[config.mk]
export PLATFORM = sky130hd
export DESIGN_NAME = tmr_core
export DESIGN_NICKNAME = d
export VERILOG_FILES = /design/src/hdl/tmr_pkg.sv /design/src/hdl/tmr_cmp.sv /design/src/hdl/tmr_core.sv /design/src/hdl/tmr_tick.sv
export VERILOG_INCLUDE_DIRS = /design/src /design/src/hdl
export SDC_FILE = /design/constraint.sdc
export NUM_CORES = 1
export LEC_CHECK = 0
export BUFFER_PORTS_ARGS = -buffer_cell sky130_fd_sc_hd__buf_2
export CAP_MARGIN = 20
export CORE_ASPECT_RATIO = 1.1
export CORE_UTILIZATION = 60
export DETAILED_ROUTE_END_ITERATION = 6
export PLACE_DENSITY = 0.76
export SYNTH_ARGS = -nofsm -noshare
export SYNTH_HDL_FRONTEND = slang
export SYNTH_SLANG_ARGS = --single-unit
[constraint.sdc]
create_clock -name ref_clk_i -period 7.4 [get_ports ref_clk_i]
set_input_delay 0.37 -clock ref_clk_i [delete_from_list [all_inputs] [get_ports ref_clk_i]]
set_output_delay 0.37 -clock ref_clk_i [all_outputs]
set_load 0.02 [all_outputs]
[src/hdl/tmr_defs.svh]
// Purpose: Register offsets, field positions and counts for the timer core.
// Assumes: An 8-bit register port with a 3-bit word address.
// Notes:   Definitions only; included by bare name.
`ifndef TMR_DEFS_SVH
`define TMR_DEFS_SVH
// Register offsets.
`define TMR_ADR_CTLA   3'h0
`define TMR_ADR_CTLB   3'h1
`define TMR_ADR_CTLC   3'h2
`define TMR_ADR_COUNT  3'h3
`define TMR_ADR_CMPA   3'h4
`define TMR_ADR_CMPB   3'h5
`define TMR_ADR_MASK   3'h6
`define TMR_ADR_FLAGS  3'h7
// Field positions.
`define TMR_COMA_HI    7
`define TMR_WGM_LO_HI  1
`define TMR_WGM2_BIT   3
`define TMR_CS_HI      2
`define TMR_FOCA_BIT   7
`define TMR_F_OVF      0
`define TMR_F_CMPA     1
`define TMR_F_CMPB     2
// Count range and reset values.
`define TMR_BOTTOM     8'h00
`define TMR_MAX        8'hff
`define TMR_ONE        8'h01
`define TMR_RST8       8'h00
`define TMR_RST3       3'h0
// Clock select codes and prescaler tap widths.
`define TMR_CS_OFF     3'h0
`define TMR_CS_DIV1    3'h1
`define TMR_CS_DIV8    3'h2
`define TMR_CS_DIV64   3'h3
`define TMR_CS_DIV256  3'h4
`define TMR_CS_DIV1024 3'h5
`define TMR_CS_EXTFALL 3'h6
`define TMR_CS_EXTRISE 3'h7
`define TMR_TAP8       3
`define TMR_TAP64      6
`define TMR_TAP256     8
`define TMR_TAP1024    10
`endif

[src/hdl/tmr_pkg.sv]
// Purpose: Types shared by the timer core files.
// Assumes: Nothing beyond SystemVerilog packages.
// Notes:   Constants live in tmr_defs.svh.
package tmr_pkg;
  // Waveform modes; 4 and 6 are reserved and run as normal mode.
  typedef enum logic [2:0] {
    TMR_WGM_NORMAL   = 3'b000,
    TMR_WGM_PC_MAX   = 3'b001,
    TMR_WGM_CTC      = 3'b010,
    TMR_WGM_FAST_MAX = 3'b011,
    TMR_WGM_RSV4     = 3'b100,
    TMR_WGM_PC_CMPA  = 3'b101,
    TMR_WGM_RSV6     = 3'b110,
    TMR_WGM_FAST_CMPA = 3'b111
  } tmr_wgm_e;
  // One register port request.
  typedef struct packed {
    logic [2:0] addr;
    logic [7:0] wdata;
    logic       wr;
    logic       rd;
  } tmr_bus_s;
endpackage

[src/hdl/tmr_cmp.sv]
// Purpose: One compare unit: buffer, active compare value and output state.
// Assumes: Events arrive as one-cycle pulses from the core.
// Notes:   The output state survives mode changes.
`timescale 1ns/10ps
`default_nettype none
`include "tmr_defs.svh"
module tmr_cmp (
  input  wire logic       ref_clk_i,
  input  wire logic       reset_n_i,
  input  wire logic       wr_i,
  input  wire logic [7:0] wdata_i,
  input  wire logic       dbuf_i,
  input  wire logic       load_i,
  input  wire logic [7:0] count_i,
  input  wire logic       hit_i,
  input  wire logic       bot_i,
  input  wire logic       fast_i,
  input  wire logic       pc_i,
  input  wire logic       down_i,
  input  wire logic       tog_ok_i,
  input  wire logic       force_i,
  input  wire logic [1:0] com_i,
  output logic [7:0]      act_o,
  output logic [7:0]      rd_o,
  output logic            match_o,
  output logic            oc_o
);
  logic [7:0] buf_r;
  logic       oc_nxt;

  // Buffer takes every write; active value direct or loaded from the buffer at top.
  always_ff @(posedge ref_clk_i) begin
    if (!reset_n_i) begin
      buf_r <= `TMR_RST8;
      act_o <= `TMR_RST8;
    end else begin
      if (wr_i)
        buf_r <= wdata_i;
      if (wr_i && !dbuf_i)
        act_o <= wdata_i;
      else if (load_i)
        act_o <= buf_r;
    end
  end

  assign match_o = (count_i == act_o);
  assign rd_o    = dbuf_i ? buf_r : act_o;

  // Output action per mode; compare mode zero leaves the state alone.
  // mode zero idle.
  always_comb begin
    oc_nxt = oc_o;
    if (!fast_i && !pc_i) begin
      if (hit_i || force_i) begin
        case (com_i)
          2'h1:    oc_nxt = ~oc_o;
          2'h2:    oc_nxt = 1'b0;
          2'h3:    oc_nxt = 1'b1;
          default: oc_nxt = oc_o;
        endcase
      end
    end else if (hit_i) begin
      case (com_i)
        2'h1:    oc_nxt = tog_ok_i ? ~oc_o : oc_o;
        2'h2:    oc_nxt = pc_i & down_i;
        2'h3:    oc_nxt = ~(pc_i & down_i);
        default: oc_nxt = oc_o;
      endcase
    end else if (fast_i && bot_i) begin
      case (com_i)
        2'h2:    oc_nxt = 1'b1;
        2'h3:    oc_nxt = 1'b0;
        default: oc_nxt = oc_o;
      endcase
    end
  end

  // Output state register.
  always_ff @(posedge ref_clk_i) begin
    if (!reset_n_i)
      oc_o <= 1'b0;
    else
      oc_o <= oc_nxt;
  end
endmodule
`default_nettype wire

[src/hdl/tmr_core.sv]
// Purpose: 8-bit timer/counter with two compare units and a register port.
// Assumes: One clock; register reads answer in the following cycle.
// Notes:   Interrupt lines are flag AND mask; service acks clear flags.
//
// Local design decisions: the register addresses and the address-and-strobe port.
`timescale 1ns/10ps
`default_nettype none
`include "tmr_defs.svh"
// Behaviour
// - Count zero is bottom; a bottom indication is raised there.
// - All-ones, 255, is the maximum count.
// - Top is the maximum or compare value A, chosen by mode.
// - Tick from prescaled clock or count pin edge, by 3-bit select.
// - Select zero gives no tick; counter stays stopped.
// - Software reads and writes the count at any time.
// - A count write beats clear, increment or decrement that cycle.
// - Each tick clears, increments or decrements per the 3-bit mode.
// - Overflow flag set where the mode says; it can interrupt.
// - Compare always; matching flag set on the tick of equality.
// - Compare flags clear on service or on writing one.
// - Three sources, each masked, all visible in the flag register.
// - PWM modes buffer compare writes; transfer at top or bottom. The code transfers at top only.
// - Normal and clear-on-match modes write compare values directly.
// - Force strobe acts like a match on the output, no flag; the code ignores it in PWM modes.
// - A count write suppresses matches in the next tick.
// - Output formed from match, mode, output mode and extremes.
// - Mode zero counts up, wraps, overflow when count becomes zero.
// - Mode two clears the count on a match with value A.
// - Modes three and seven count bottom to top and restart.
// - Output mode zero leaves the output state alone.
module tmr_core
  import tmr_pkg::*;
(
  input  wire logic       ref_clk_i,
  input  wire logic       reset_n_i,
  input  wire tmr_bus_s   bus_i,
  input  wire logic       external_count_pin_i,
  input  wire logic [2:0] irq_ack_i,
  output logic [7:0]      rdata_o,
  output logic [2:0]      irq_o,
  output logic            compare_output_a_o,
  output logic            compare_output_b_o
);
  logic [7:0] timer_control_a_r;
  logic [7:0] timer_control_b_r;
  logic [7:0] count_value_r;
  logic [7:0] count_value_nxt;
  logic [2:0] timer_mask_register_r;
  logic [2:0] timer_flag_register_r;
  logic [2:0] flags_nxt;
  logic       block_r;
  logic       down_r;
  logic       down_nxt;
  logic       timer_tick;
  tmr_wgm_e   waveform_mode_field;
  logic       fast;
  logic       pc;
  logic       ctc;
  logic       pwm;
  logic       top_is_a;
  logic [7:0] top_val;
  logic       at_top;
  logic       at_bottom;
  logic       at_max;
  logic       wr_count;
  logic       wr_flags;
  logic       wr_ctlc;
  logic       load;
  logic       ovf_set;
  logic [1:0] wr_cmp;
  logic [1:0] hit;
  logic [1:0] match;
  logic [1:0] force_compare_strobe;
  logic [1:0] oc;
  logic [7:0] cmp_act [2];
  logic [7:0] cmp_rd  [2];

  // Write decodes.
  assign wr_count = bus_i.wr && (bus_i.addr == `TMR_ADR_COUNT);
  assign wr_flags = bus_i.wr && (bus_i.addr == `TMR_ADR_FLAGS);
  assign wr_ctlc  = bus_i.wr && (bus_i.addr == `TMR_ADR_CTLC);
  assign wr_cmp[0] = bus_i.wr && (bus_i.addr == `TMR_ADR_CMPA);
  assign wr_cmp[1] = bus_i.wr && (bus_i.addr == `TMR_ADR_CMPB);

  // Control and mask registers.
  always_ff @(posedge ref_clk_i) begin
    if (!reset_n_i) begin
      timer_control_a_r     <= `TMR_RST8;
      timer_control_b_r     <= `TMR_RST8;
      timer_mask_register_r <= `TMR_RST3;
    end else if (bus_i.wr) begin
      case (bus_i.addr)
        `TMR_ADR_CTLA: timer_control_a_r <= bus_i.wdata;
        `TMR_ADR_CTLB: timer_control_b_r <= bus_i.wdata;
        `TMR_ADR_MASK: timer_mask_register_r <= bus_i.wdata[2:0];
        default:       timer_control_a_r <= timer_control_a_r;
      endcase
    end
  end

  // mode field split over control A and B.
  assign waveform_mode_field = tmr_wgm_e'({
    timer_control_b_r[`TMR_WGM2_BIT],
    timer_control_a_r[`TMR_WGM_LO_HI:0]});

  // Mode class decode.
  always_comb begin
    fast     = 1'b0;
    pc       = 1'b0;
    ctc      = 1'b0;
    top_is_a = 1'b0;
    case (waveform_mode_field)
      TMR_WGM_FAST_MAX:  fast = 1'b1;
      TMR_WGM_FAST_CMPA: begin
        fast     = 1'b1;
        top_is_a = 1'b1;
      end
      TMR_WGM_PC_MAX:    pc = 1'b1;
      TMR_WGM_PC_CMPA:   begin
        pc       = 1'b1;
        top_is_a = 1'b1;
      end
      TMR_WGM_CTC:       begin
        ctc      = 1'b1;
        top_is_a = 1'b1;
      end
      default:           fast = 1'b0;
    endcase
  end
  assign pwm = fast | pc;

  assign top_val   = top_is_a ? cmp_act[0] : `TMR_MAX;
  assign at_top    = (count_value_r == top_val);
  assign at_bottom = (count_value_r == `TMR_BOTTOM);
  assign at_max    = (count_value_r == `TMR_MAX);

  tmr_tick #(
    .PW (`TMR_TAP1024)
  ) u_tick (
    .ref_clk_i (ref_clk_i),
    .reset_n_i (reset_n_i),
    .sel_i     (timer_control_b_r[`TMR_CS_HI:0]),
    .pin_i     (external_count_pin_i),
    .tick_o    (timer_tick)
  );

  // Next count per mode; up/down direction in dual-slope modes.
  always_comb begin
    count_value_nxt = count_value_r;
    down_nxt        = down_r;
    if (wr_count) begin
      count_value_nxt = bus_i.wdata;
    end else if (timer_tick) begin
      if (fast) begin
        count_value_nxt = at_top ? `TMR_BOTTOM
                                 : count_value_r + `TMR_ONE;
      end else if (ctc) begin
        count_value_nxt = hit[0] ? `TMR_BOTTOM
                                 : count_value_r + `TMR_ONE;
      end else if (pc) begin
        if (down_r && at_bottom) begin
          down_nxt        = 1'b0;
          count_value_nxt = count_value_r + `TMR_ONE;
        end else if (!down_r && at_top) begin
          down_nxt        = 1'b1;
          count_value_nxt = count_value_r - `TMR_ONE;
        end else if (down_r) begin
          count_value_nxt = count_value_r - `TMR_ONE;
        end else begin
          count_value_nxt = count_value_r + `TMR_ONE;
        end
      end else begin
        count_value_nxt = count_value_r + `TMR_ONE;
      end
    end
  end

  always_ff @(posedge ref_clk_i) begin
    if (!reset_n_i) begin
      count_value_r <= `TMR_RST8;
      down_r        <= 1'b0;
    end else begin
      count_value_r <= count_value_nxt;
      down_r        <= down_nxt;
    end
  end

  // block matches after a count write.
  always_ff @(posedge ref_clk_i) begin
    if (!reset_n_i)
      block_r <= 1'b0;
    else if (wr_count)
      block_r <= 1'b1;
    else if (timer_tick)
      block_r <= 1'b0;
  end

  // buffer transfer at the end of the sequence.
  assign load = timer_tick && at_top && pwm && !wr_count;

  assign ovf_set = timer_tick && !wr_count &&
                   (fast ? at_top :
                    pc   ? (down_r && at_bottom) : at_max);

  // Compare units; PWM modes double buffer, others write directly.
  genvar gi;
  generate
    for (gi = 0; gi < 2; gi++) begin : g_cmp
      // flag event on a tick with equality.
      assign hit[gi] = timer_tick && match[gi] && !block_r;
      assign force_compare_strobe[gi] = wr_ctlc && !pwm &&
        bus_i.wdata[`TMR_FOCA_BIT - gi];
      // output from match, mode and extremes.
      tmr_cmp u_cmp (
        .ref_clk_i (ref_clk_i),
        .reset_n_i (reset_n_i),
        .wr_i      (wr_cmp[gi]),
        .wdata_i   (bus_i.wdata),
        .dbuf_i    (pwm),
        .load_i    (load),
        .count_i   (count_value_r),
        .hit_i     (hit[gi]),
        .bot_i     (load && fast),
        .fast_i    (fast),
        .pc_i      (pc),
        .down_i    (down_r),
        .tog_ok_i  ((gi == 0) && top_is_a),
        .force_i   (force_compare_strobe[gi]),
        .com_i     (timer_control_a_r[`TMR_COMA_HI - 2*gi -: 2]),
        .act_o     (cmp_act[gi]),
        .rd_o      (cmp_rd[gi]),
        .match_o   (match[gi]),
        .oc_o      (oc[gi])
      );
    end
  endgenerate

  assign compare_output_a_o = oc[0];
  assign compare_output_b_o = oc[1];

  // Flags: set wins over clear; writing zero leaves a flag alone.
  always_comb begin
    // clear by one or by service.
    flags_nxt = timer_flag_register_r &
                ~((wr_flags ? bus_i.wdata[2:0] : 3'h0) | irq_ack_i);
    flags_nxt[`TMR_F_OVF]  = flags_nxt[`TMR_F_OVF]  | ovf_set;
    flags_nxt[`TMR_F_CMPA] = flags_nxt[`TMR_F_CMPA] | hit[0];
    flags_nxt[`TMR_F_CMPB] = flags_nxt[`TMR_F_CMPB] | hit[1];
  end

  always_ff @(posedge ref_clk_i) begin
    if (!reset_n_i)
      timer_flag_register_r <= `TMR_RST3;
    else
      timer_flag_register_r <= flags_nxt;
  end

  assign irq_o = timer_flag_register_r & timer_mask_register_r;

  // Read data stands one cycle after the read strobe, zero otherwise.
  always_ff @(posedge ref_clk_i) begin
    if (!reset_n_i || !bus_i.rd) begin
      rdata_o <= `TMR_RST8;
    end else begin
      case (bus_i.addr)
        `TMR_ADR_CTLA:  rdata_o <= timer_control_a_r;
        `TMR_ADR_CTLB:  rdata_o <= timer_control_b_r;
        `TMR_ADR_CTLC:  rdata_o <= `TMR_RST8;
        `TMR_ADR_COUNT: rdata_o <= count_value_r;
        `TMR_ADR_CMPA:  rdata_o <= cmp_rd[0];
        `TMR_ADR_CMPB:  rdata_o <= cmp_rd[1];
        `TMR_ADR_MASK:  rdata_o <= {5'h00, timer_mask_register_r};
        `TMR_ADR_FLAGS: rdata_o <= {5'h00, timer_flag_register_r};
        default:        rdata_o <= `TMR_RST8;
      endcase
    end
  end
endmodule
`default_nettype wire

[src/hdl/tmr_tick.sv]
// Purpose: Timer tick source: prescaled clock or edge of the count pin.
// Assumes: The count pin is synchronous to ref_clk_i.
// Notes:   Tick is a one-cycle pulse; select 1 holds it high every cycle.
`timescale 1ns/10ps
`default_nettype none
`include "tmr_defs.svh"
module tmr_tick #(
  parameter int PW = `TMR_TAP1024
) (
  input  wire logic       ref_clk_i,
  input  wire logic       reset_n_i,
  input  wire logic [2:0] sel_i,
  input  wire logic       pin_i,
  output logic            tick_o
);
  logic [PW-1:0] pre_r;
  logic          pin_r;

  // Free-running prescaler and previous pin level.
  always_ff @(posedge ref_clk_i) begin
    if (!reset_n_i) begin
      pre_r <= '0;
      pin_r <= 1'b0;
    end else begin
      pre_r <= pre_r + 1'b1;
      pin_r <= pin_i;
    end
  end

  // Select the tick source; code zero stops the timer.
  always_comb begin
    case (sel_i)
      `TMR_CS_OFF:     tick_o = 1'b0;
      `TMR_CS_DIV1:    tick_o = 1'b1;
      `TMR_CS_DIV8:    tick_o = &pre_r[`TMR_TAP8-1:0];
      `TMR_CS_DIV64:   tick_o = &pre_r[`TMR_TAP64-1:0];
      `TMR_CS_DIV256:  tick_o = &pre_r[`TMR_TAP256-1:0];
      `TMR_CS_DIV1024: tick_o = &pre_r[`TMR_TAP1024-1:0];
      `TMR_CS_EXTFALL: tick_o = pin_r & ~pin_i;
      `TMR_CS_EXTRISE: tick_o = ~pin_r & pin_i;
      default:         tick_o = 1'b0;
    endcase
  end
endmodule
`default_nettype wire
==> results.sh, run 1 <==
export IMPL_outcome="completed"
export IMPL_cp_end_kind="register"
export IMPL_post_synth_top_area_fraction_pct=34.3
export IMPL_die_area_um2=8640
export IMPL_ys_types=71
export IMPL_grt_pass1_vias=4458
export IMPL_yosysMostFrequentCell="nand2_1"
export IMPL_grt_max_degree=60
export IMPL_clockBufferDepth=2
export IMPL_synthArstFlopShare_pct=0
export IMPL_fin_area_um2=5260
export IMPL_routabilityCongestion=0.958
export IMPL_track_usage_pct=36.1
export IMPL_grt_pass1_wl_um=23500
export IMPL_clkLatencyLatePin_ns=0.36
export IMPL_syn_nets=655
export IMPL_synth_area_leaders="dfxtp_1 (34%), nand2_1 (8.2%), a21oi_1 (7.2%)"
export IMPL_cts_setup_buffers=0
export IMPL_area_growth_pct=5.85
export IMPL_clk_pin_slew_ns=0.09
export IMPL_fill_cells=726
export IMPL_setup_violations=0
export IMPL_slew_violations=0
export IMPL_vias_per_cell=6.52
export IMPL_cts_sinks=85
export IMPL_hp_class="in -> reg"
export IMPL_num_vias=4826
export IMPL_synth_top_cells_by_count="nand2_1 (108), dfxtp_1 (85), a21oi_1 (71)"
export IMPL_layout_nets=653
export IMPL_gr_total_overflow=0
export IMPL_critical_path_arrival_ns=3.41
export IMPL_vdd_ir_drop_max_v=0.000137
export IMPL_synthesis_area_um2=4970
export IMPL_p_per_area_nw_per_um2=177
export IMPL_slowest_stage="dfxtp_1"
export IMPL_path_cells="nand4_1 > nor4b_1 > a311oi_1 > a211oi_2 > a211oi_1 > o31a_1 > a2111oi_2"
export IMPL_num_io_pins=32
export IMPL_portBuffers=31
export IMPL_cts_tree="yes"
export IMPL_fin_crit_sh_pct=42.7
export IMPL_postSynthCellCount=629
export IMPL_ys_flop_type="dfxtp_1"
export IMPL_dr_pass1_iters=5
export IMPL_crit_buf_inv=0
export IMPL_die_y_um=97.4
export IMPL_crit_path_start_kind="register"
export IMPL_antenna_cells=0
export IMPL_coreArea_um2=7960
export IMPL_place_area_um2=5070
export IMPL_total_power_mw=0.933
export IMPL_avgSynthCellArea_um2=7.90
export IMPL_cp_top_family="compound AO/OA/AOI/OAI gates"
export IMPL_die_x_um=88.7
export IMPL_htree_num_levels=3
export IMPL_cp_data_required_time_ns=7.65
export IMPL_drive_gt1_share_pct=11.4
export IMPL_wl_per_cell_um=20.1
export IMPL_ys_seq_area_share_pct=34.3
export IMPL_critPathMaxStageDelay_ns=0.74
export IMPL_utilization_pct=66.1
export IMPL_hold_viol=0
export IMPL_p_leak_nw=2.01
export IMPL_fin_crit_ns=3.16
export IMPL_dp_cells=724
export IMPL_cts_hold_buffers=0
export IMPL_drt_initial_drc_count=416
export IMPL_synth_area_leader_cell="dfxtp_1"
export IMPL_fin_worst_skew_ns=0.0163
export IMPL_tightest_slew_ns=1.06
export IMPL_final_cells=740
export IMPL_drc=0
export IMPL_slew_headroom_pct=29.1
export IMPL_fmax_mhz=316
export IMPL_cts_buffers=9
export IMPL_tns_ns=0
export IMPL_drtAntennaViolNets=0
export IMPL_yosys_warnings=0
export IMPL_start_util_pct=62.4
export IMPL_totalWireLength_um=14900
export IMPL_cts_root_buf="clkbuf_8"
export IMPL_cts_resized=0
export IMPL_dp_hpwl_um=10600
export IMPL_ys_seq_elements=85
export IMPL_cap_viol_max_count=0
export IMPL_rsz0062_at_grt="no"
export IMPL_rows=34
export IMPL_critPathKind="reg -> reg"
export IMPL_path_max_fanout=15
export IMPL_synth_edf_count=0
export IMPL_antenna_found_initial=0
-- area by class of cell --
type,count,area (um2),share of cell area (%)
multi-input combinational,477,2980,56.7
timing repair buffer,33,170,3.24
sequential,85,1700,32.4
inverter,21,78.8,1.50
clock inverter,6,52.6,1.00
clock buffer,10,138,2.62
tap,108,135,2.57
-- worst paths after layout --
| path | cells past startpoint | from | end | slack, ns |
|---|---|---|---|---|
| worst max register to register | 7 | count_value_r[2] | count_value_r[3] | 4.24 |
| worst min-delay path | 2 | external_count_pin_i | u_tick.pin_r | 0.24 |
| worst min register to register | 2 | timer_control_b_r[4] | timer_control_b_r[4] | 0.46 |
| worst max-delay path | 7 | count_value_r[2] | count_value_r[3] | 4.24 |
-- flip-flops by register name, indices dropped and copies added (netlist names), 2 cells and up --
register and count:
count_value_r 8, g_cmp.u_cmp.act_o 16, g_cmp.u_cmp.buf_r 16, g_cmp.u_cmp.oc_o 2, rdata_o 8, timer_control_a_r 8
timer_control_b_r 8, timer_flag_register_r 3, timer_mask_register_r 3, u_tick.pre_r 10
-- logic make-up after synthesis --
logic type | Yosys count | share of synthesized area (%)
xor gates and xnor gates | 22 | 3.88
DFF | 85 | 34.3
buffers and inverters | 67 | 5.72
and+or+nand+nor | 226 | 22.6
muxes | 29 | 5.92
adders and majority gates | 7 | 1.76
AOI/OAI and AO/OA | 193 | 25.8
-- layout by cell type (no fill, tap or decap), types with 3 or more instances in the layout --
master	instances
nor2b_1	11
o22ai_1	10
a2111oi_2	3
dfxtp_1	85
o32ai_1	4
and3_1	5
nand4_1	9
inv_1	17
a31oi_1	6
and2_1	13
nand3b_1	4
a211oi_1	4
mux2i_1	26
xor2_1	8
buf_2	31
a32oi_1	4
o2bb2ai_1	3
a311oi_1	4
mux2_2	3
a221oi_1	14
xnor2_1	14
or3_1	5
clkbuf_8	10
ha_1	7
a21oi_1	71
a211o_1	3
nor2_1	28
nor3_1	10
a22oi_1	3
o21ai_0	36
o211a_1	6
nand3_1	12
nand2_1	108
-- through the flow --
step                worst slack, ns  hold slack (ns)
global route                   4.03            0.220
floorplan                      4.98            0.426
CTS                            4.28            0.225
finish                         4.24            0.244
global placement               4.33            0.438
detailed placement             4.31            0.449
-- routing by layer --
| metal | part of all wire [%] | up-vias | routed length [um] | global-route usage (%) |
|---|---|---|---|---|
| li1 | - | 2264 | - | - |
| met1 | 42 | 2277 | 6270 | 48.6 |
| met2 | 47 | 235 | 6930 | 56.2 |
| met3 | 7.1 | 50 | 1060 | 6.12 |
| met4 | 4.0 | 0 | 597 | 16.1 |
| met5 | 0 | - | 0 | 0 |
-- where the power goes --
part | leakage [nW] | internal, mW | switching (mW) | total [mW]
sequential | 0.689 | 0.470 | 0.0175 | 0.488
combinational | 1.23 | 0.0424 | 0.0763 | 0.119
clock | 0.0914 | 0.137 | 0.190 | 0.326
total | 2.01 | 0.649 | 0.284 | 0.933
Power figures use the tool's default switching activity.
==> run 2: changes to the inputs <==
- CORE_UTILIZATION: 60 -> 55
- PLACE_DENSITY: 0.76 -> 0.73
- clock period: 7.4 -> 2.9 ns (I/O delays scaled with it)
==> results.sh, run 2 (synthesis results as in run 1) <==
export IMPL_outcome="completed"
export IMPL_antenna_cells=0
export IMPL_fin_crit_ns=2.71
export IMPL_rsz0062_at_grt="no"
export IMPL_fill_cells=815
export IMPL_crit_path_start_kind="register"
export IMPL_track_usage_pct=34.9
export IMPL_dr_pass1_iters=5
export IMPL_cts_buffers=9
export IMPL_clk_pin_slew_ns=0.09
export IMPL_num_vias=5016
export IMPL_place_area_um2=5250
export IMPL_hold_viol=0
export IMPL_drive_gt1_share_pct=14.6
export IMPL_fin_crit_sh_pct=93.3
export IMPL_cap_viol_max_count=0
export IMPL_slew_headroom_pct=60.8
export IMPL_mostFrequentLayoutCells="nand2_1 (108), dfxtp_1 (85), a21oi_1 (71), o21ai_0 (35), buf_2 (31)"
export IMPL_vias_per_cell=6.51
export IMPL_layout_nets=678
export IMPL_drtAntennaViolNets=0
export IMPL_setup_violations=0
export IMPL_antenna_found_initial=0
export IMPL_tns_ns=0
export IMPL_cp_data_required_time_ns=3.18
export IMPL_slew_violations=0
export IMPL_die_x_um=92.6
export IMPL_p_per_area_nw_per_um2=480
export IMPL_final_common_cell="nand2_1"
export IMPL_fin_worst_skew_ns=0.0162
export IMPL_fin_area_um2=5520
export IMPL_top_regs="g_cmp.u_cmp.act_o x16, g_cmp.u_cmp.buf_r x16, u_tick.pre_r x10"
export IMPL_routabilityCongestion=0.995
export IMPL_vdd_ir_drop_max_v=0.000432
export IMPL_start_util_pct=56.3
export IMPL_total_power_mw=2.65
export IMPL_critical_path_arrival_ns=2.99
export IMPL_drc=0
export IMPL_p_leak_nw=2.17
export IMPL_area_growth_pct=11.1
export IMPL_critPathKind="reg -> reg"
export IMPL_die_y_um=102
export IMPL_fmax_mhz=370
export IMPL_clkLatencyLatePin_ns=0.38
export IMPL_rows=36
export IMPL_cts_setup_buffers=0
export IMPL_num_io_pins=32
export IMPL_hp_class="in -> reg"
export IMPL_cp_end_kind="register"
export IMPL_coreArea_um2=8830
export IMPL_totalWireLength_um=16000
export IMPL_tightest_slew_ns=0.588
export IMPL_grt_pass1_vias=4485
export IMPL_dp_hpwl_um=11400
export IMPL_portBuffers=31
export IMPL_grt_max_degree=35
export IMPL_path_max_fanout=8
export IMPL_wl_per_cell_um=20.8
export IMPL_grt_pass1_wl_um=24700
export IMPL_cts_root_buf="clkbuf_8"
export IMPL_drt_initial_drc_count=485
export IMPL_cts_tree="yes"
export IMPL_die_area_um2=9410
export IMPL_htree_num_levels=3
export IMPL_cts_sinks=85
export IMPL_gr_total_overflow=0
export IMPL_clockBufferDepth=2
## run 2: cell count changes in the layout (fill, tap and decap cells not counted)
| cell | before | now |
|---|---|---|
| o21ai_1 | 1 | 2 |
| buf_4 | 2 | 26 |
| bufinv_16 | 0 | 3 |
| inv_6 | 2 | 3 |
| clkinv_4 | 1 | 0 |
| clkbuf_8 | 10 | 9 |
| dlygate4sd3_1 | 0 | 1 |
| o21ai_0 | 36 | 35 |
| clkinvlp_4 | 2 | 0 |
## run 2: path summary, 6_finish.rpt
path	to	cells past startpoint	slack (ns)	startpoint
min reg2reg	timer_control_b_r[5]	2	0.47	timer_control_b_r[5]
max	count_value_r[3]	6	0.19	count_value_r[5]
max reg2reg	count_value_r[3]	6	0.19	count_value_r[5]
min	timer_flag_register_r[1]	3	0.07	irq_ack_i[1]
## run 2: per-layer routing
layer  track usage [%]  routed length (um)
met5                 0                   0
met3              7.88                1410
met2              53.3                7400
met4              21.0                 827
met1              44.9                6400
## run 2: power by group
part	leakage, nW	internal (mW)	total, mW	switching, mW
sequential	0.689	1.20	1.24	0.0418
combinational	1.35	0.125	0.341	0.216
clock	0.127	0.587	1.06	0.476
## run 2: repair_timing
action                                 in CTS  in global routing
hold buffers                                1                  0
gates resized for setup                     0                  1
setup endpoints to repair                   0                 17
endpoints found under the hold margin       1                  0
## run 2: critical path: stages (launching register included)
cell	delay [ns]
dfxtp_1	0.61
o22ai_1	0.19
or4_4	0.59
a211oi_2	0.53
a211oi_1	0.15
o31a_1	0.28
a2111oi_2	0.26
## run 2: stage by stage
step           hold slack (ns)  utilization [%]  std cells  setup slack, ns
6_report                0.0696             62.5        771            0.195
5_1_grt                 0.0826             62.5        771           0.0354
4_1_cts                 0.0532             62.5        771            0.132
3_5_place_dp             0.383             59.5        754            0.172
3_3_place_gp             0.376             59.5        754            0.271
2_1_floorplan            0.267                -        629            0.480
## run 2: layout make-up
type	instances	area, um2	area share (%)
flip-flops and latches	85	1700	30.9
clock buffers	9	124	2.25
multi-input cells	477	2980	54.0
repair buffers	58	360	6.53
inverters	21	78.8	1.43
well taps	114	143	2.59
clock inverters	7	128	2.31
==> run 3: changes to the inputs <==
- SYNTH_HIERARCHICAL: unset -> 1
==> results.sh, run 3 <==
export IMPL_outcome="complete, but fails checks"
export IMPL_violations="DRC"
export IMPL_hold_path_cell_count=2
export IMPL_synth_compound_area_share_pct=19.5
export IMPL_final_common_cell="nor2_1"
export IMPL_cp_top_family="compound AO/OA/AOI/OAI gates"
export IMPL_p_per_area_nw_per_um2=445
export IMPL_layout_nets=693
export IMPL_drtAntennaViolNets=0
export IMPL_yosysMostFrequentCell="nor2_1"
export IMPL_avgSynthCellArea_um2=8.27
export IMPL_cts_hold_buffers=0
export IMPL_fin_worst_skew_ns=0.0140
export IMPL_crit_path_start_kind="register"
export IMPL_start_util_pct=57.6
export IMPL_slowest_stage="a21oi_1"
export IMPL_num_io_pins=32
export IMPL_vias_per_cell=6.50
export IMPL_r2r_cells=11
export IMPL_slew_headroom_pct=40.3
export IMPL_ys_flop_type="dfxtp_1"
export IMPL_drt_initial_drc_count=451
export IMPL_pre_cts_slack_ns=0.0538
export IMPL_die_area_um2=9880
export IMPL_ys_types=72
export IMPL_fmax_mhz=349
export IMPL_synth_area_leader_cell="dfxtp_1"
export IMPL_area_growth_pct=12.5
export IMPL_cp_end_kind="register"
export IMPL_utilization_pct=64.9
export IMPL_crit_buf_inv=2
export IMPL_critPathKind="reg -> reg"
export IMPL_track_usage_pct=32.6
export IMPL_slew_violations=0
export IMPL_critPathMaxStageDelay_ns=0.46
export IMPL_grt_max_degree=25
export IMPL_clkLatencyLatePin_ns=0.37
export IMPL_cts_sinks=85
export IMPL_ys_seq_area_share_pct=32.6
export IMPL_vdd_ir_drop_max_v=0.000405
export IMPL_syn_nets=655
export IMPL_top_regs="g_cmp.u_cmp/act_o x16, g_cmp.u_cmp/buf_r x16, u_tick/pre_r x10"
export IMPL_cpMostUsedCell="buf_4"
export IMPL_ys_seq_elements=85
export IMPL_htree_num_levels=3
export IMPL_synthesis_area_um2=5220
export IMPL_die_x_um=94.9
export IMPL_synth_top_cells_by_count="nor2_1 (88), dfxtp_1 (85), mux2i_1 (47)"
export IMPL_synth_xor_area_share_pct=4.53
export IMPL_rsz0062_at_grt="yes"
export IMPL_fin_crit_sh_pct=98.8
export IMPL_drc=2
export IMPL_rows=36
export IMPL_clockBufferDepth=2
export IMPL_cap_viol_max_count=0
export IMPL_grt_pass1_wl_um=24500
export IMPL_synth_area_leaders="dfxtp_1 (33%), mux2i_1 (9.0%), nor2_1 (6.3%)"
export IMPL_totalWireLength_um=15700
export IMPL_cts_tree="yes"
export IMPL_wl_per_cell_um=19.9
export IMPL_path_max_fanout=6
export IMPL_mostFrequentLayoutCells="nor2_1 (86), dfxtp_1 (83), mux2i_1 (47), nand2_1 (46), buf_4 (36)"
export IMPL_path_cells="buf_4 > nor3b_1 > a21oi_1 > o22ai_1 > nand4_1 > nor2_2 > and2_1 > a21o_1 > a221o_1 > buf_4 > a311oi_1"
export IMPL_yosys_warnings=6
export IMPL_cp_data_required_time_ns=3.18
export IMPL_dr_pass1_iters=7
export IMPL_hp_class="in -> reg"
export IMPL_synthSimpleGateAreaFrac_pct=22.2
export IMPL_routabilityCongestion=0.907
export IMPL_clk_pin_slew_ns=0.10
export IMPL_hold_viol=0
export IMPL_synth_top_family_by_area="simple AND/OR/NAND/NOR gates"
export IMPL_critical_path_depth=11
export IMPL_final_cells=788
export IMPL_setup_violations=0
export IMPL_tightest_slew_ns=0.889
export IMPL_post_synth_top_area_fraction_pct=32.6
export IMPL_cts_buffers=9
export IMPL_synthArstFlopShare_pct=0
export IMPL_synth_fa_ha_area_share_pct=1.20
export IMPL_fin_ws_ns=0.0349
export IMPL_p_leak_nw=2.11
export IMPL_gr_total_overflow=0
export IMPL_fin_crit_ns=2.87
export IMPL_cts_root_buf="clkbuf_8"
export IMPL_num_vias=5122
export IMPL_portBuffers=31
export IMPL_drive_gt1_share_pct=18.4
export IMPL_die_y_um=104
export IMPL_antenna_cells=0
export IMPL_grt_pass1_vias=4668
export IMPL_dp_cells=769
export IMPL_coreArea_um2=9050
export IMPL_critical_path_arrival_ns=3.15
export IMPL_r2r_setup_slack_ns=0.03
export IMPL_antenna_found_initial=0
export IMPL_synthMuxAreaShare_pct=14.5
export IMPL_synth_edf_count=0
export IMPL_postSynthCellCount=631
export IMPL_dp_hpwl_um=11200
-- run 3: changes by cell type in the layout (fill, tap and decap cells not counted), moves of 10 or more --
| cell | before | now |
|---|---|---|
| mux2i_1 | 26 | 47 |
| nor2_1 | 28 | 86 |
| a221oi_1 | 14 | 3 |
| a21oi_1 | 71 | 32 |
| buf_4 | 26 | 36 |
| nand2_1 | 108 | 46 |
| a211oi_1 | 4 | 29 |
| mux2_2 | 3 | 22 |
| xnor2_1 | 14 | 25 |
| o21ai_0 | 35 | 14 |
-- run 3: final cells by class --
type	count	area [um2]
flip-flops and latches	85	1700
repair buffers	67	425
inverters	20	76.3
fillers	747	3180
clock inverters	7	121
multi-input cells	486	3280
clock buffers	9	124
well taps	114	143
-- run 3: where the power goes --
part / total [mW] / internal [mW] / switching [mW]
logic: 0.341 / 0.137 / 0.204
registers: 1.24 / 1.20 / 0.0383
clock network: 1.03 / 0.575 / 0.460
total: 2.61 / 1.91 / 0.702
-- run 3: per-stage QoR --
stage          hold slack [ns]  TNS [ns]  area (um2)  power [mW]
2_1_floorplan            0.267         0        5230        1.47
3_3_place_gp             0.379         0        5570        1.58
3_5_place_dp             0.380         0        5570        1.59
4_1_cts               0.000335         0        5810        2.61
5_1_grt                0.00845   -0.0633        5870        2.70
6_report                0.0121         0        5870        2.61
-- run 3: kinds of logic (layout without fill, tap and decap cells) --
family,count (synthesis),after routing
flops,85,85
other cells,1,1
mux,71,71
compound gates,147,147
fa+ha+maj,5,5
buf+inv,60,103
xor+xnor,27,27
simple gates,235,235
-- run 3: repair_timing --
item,CTS,global route
buffers inserted,0,3
endpoints found under the setup margin,0,22
resized for setup,0,12
-- run 3: final timing paths --
kind / from / end
worst max-delay path: timer_control_a_r[1] / g_cmp[1].u_cmp/oc_o
worst min-delay path: external_count_pin_i / u_tick/pin_r
worst max register to register: timer_control_a_r[1] / g_cmp[1].u_cmp/oc_o
worst min register to register: u_tick/pre_r[0] / u_tick/pre_r[0]
-- run 3: metal layers --
metal	vias to the layer above	wire length, um	part of all wire [%]	global-route usage (%)
li1	2374	-	-	-
met1	2461	6470	41	43.0
met2	236	7700	49	54.0
met3	51	1090	7.0	5.12
met4	0	395	2.5	9.96
met5	-	0	0	0
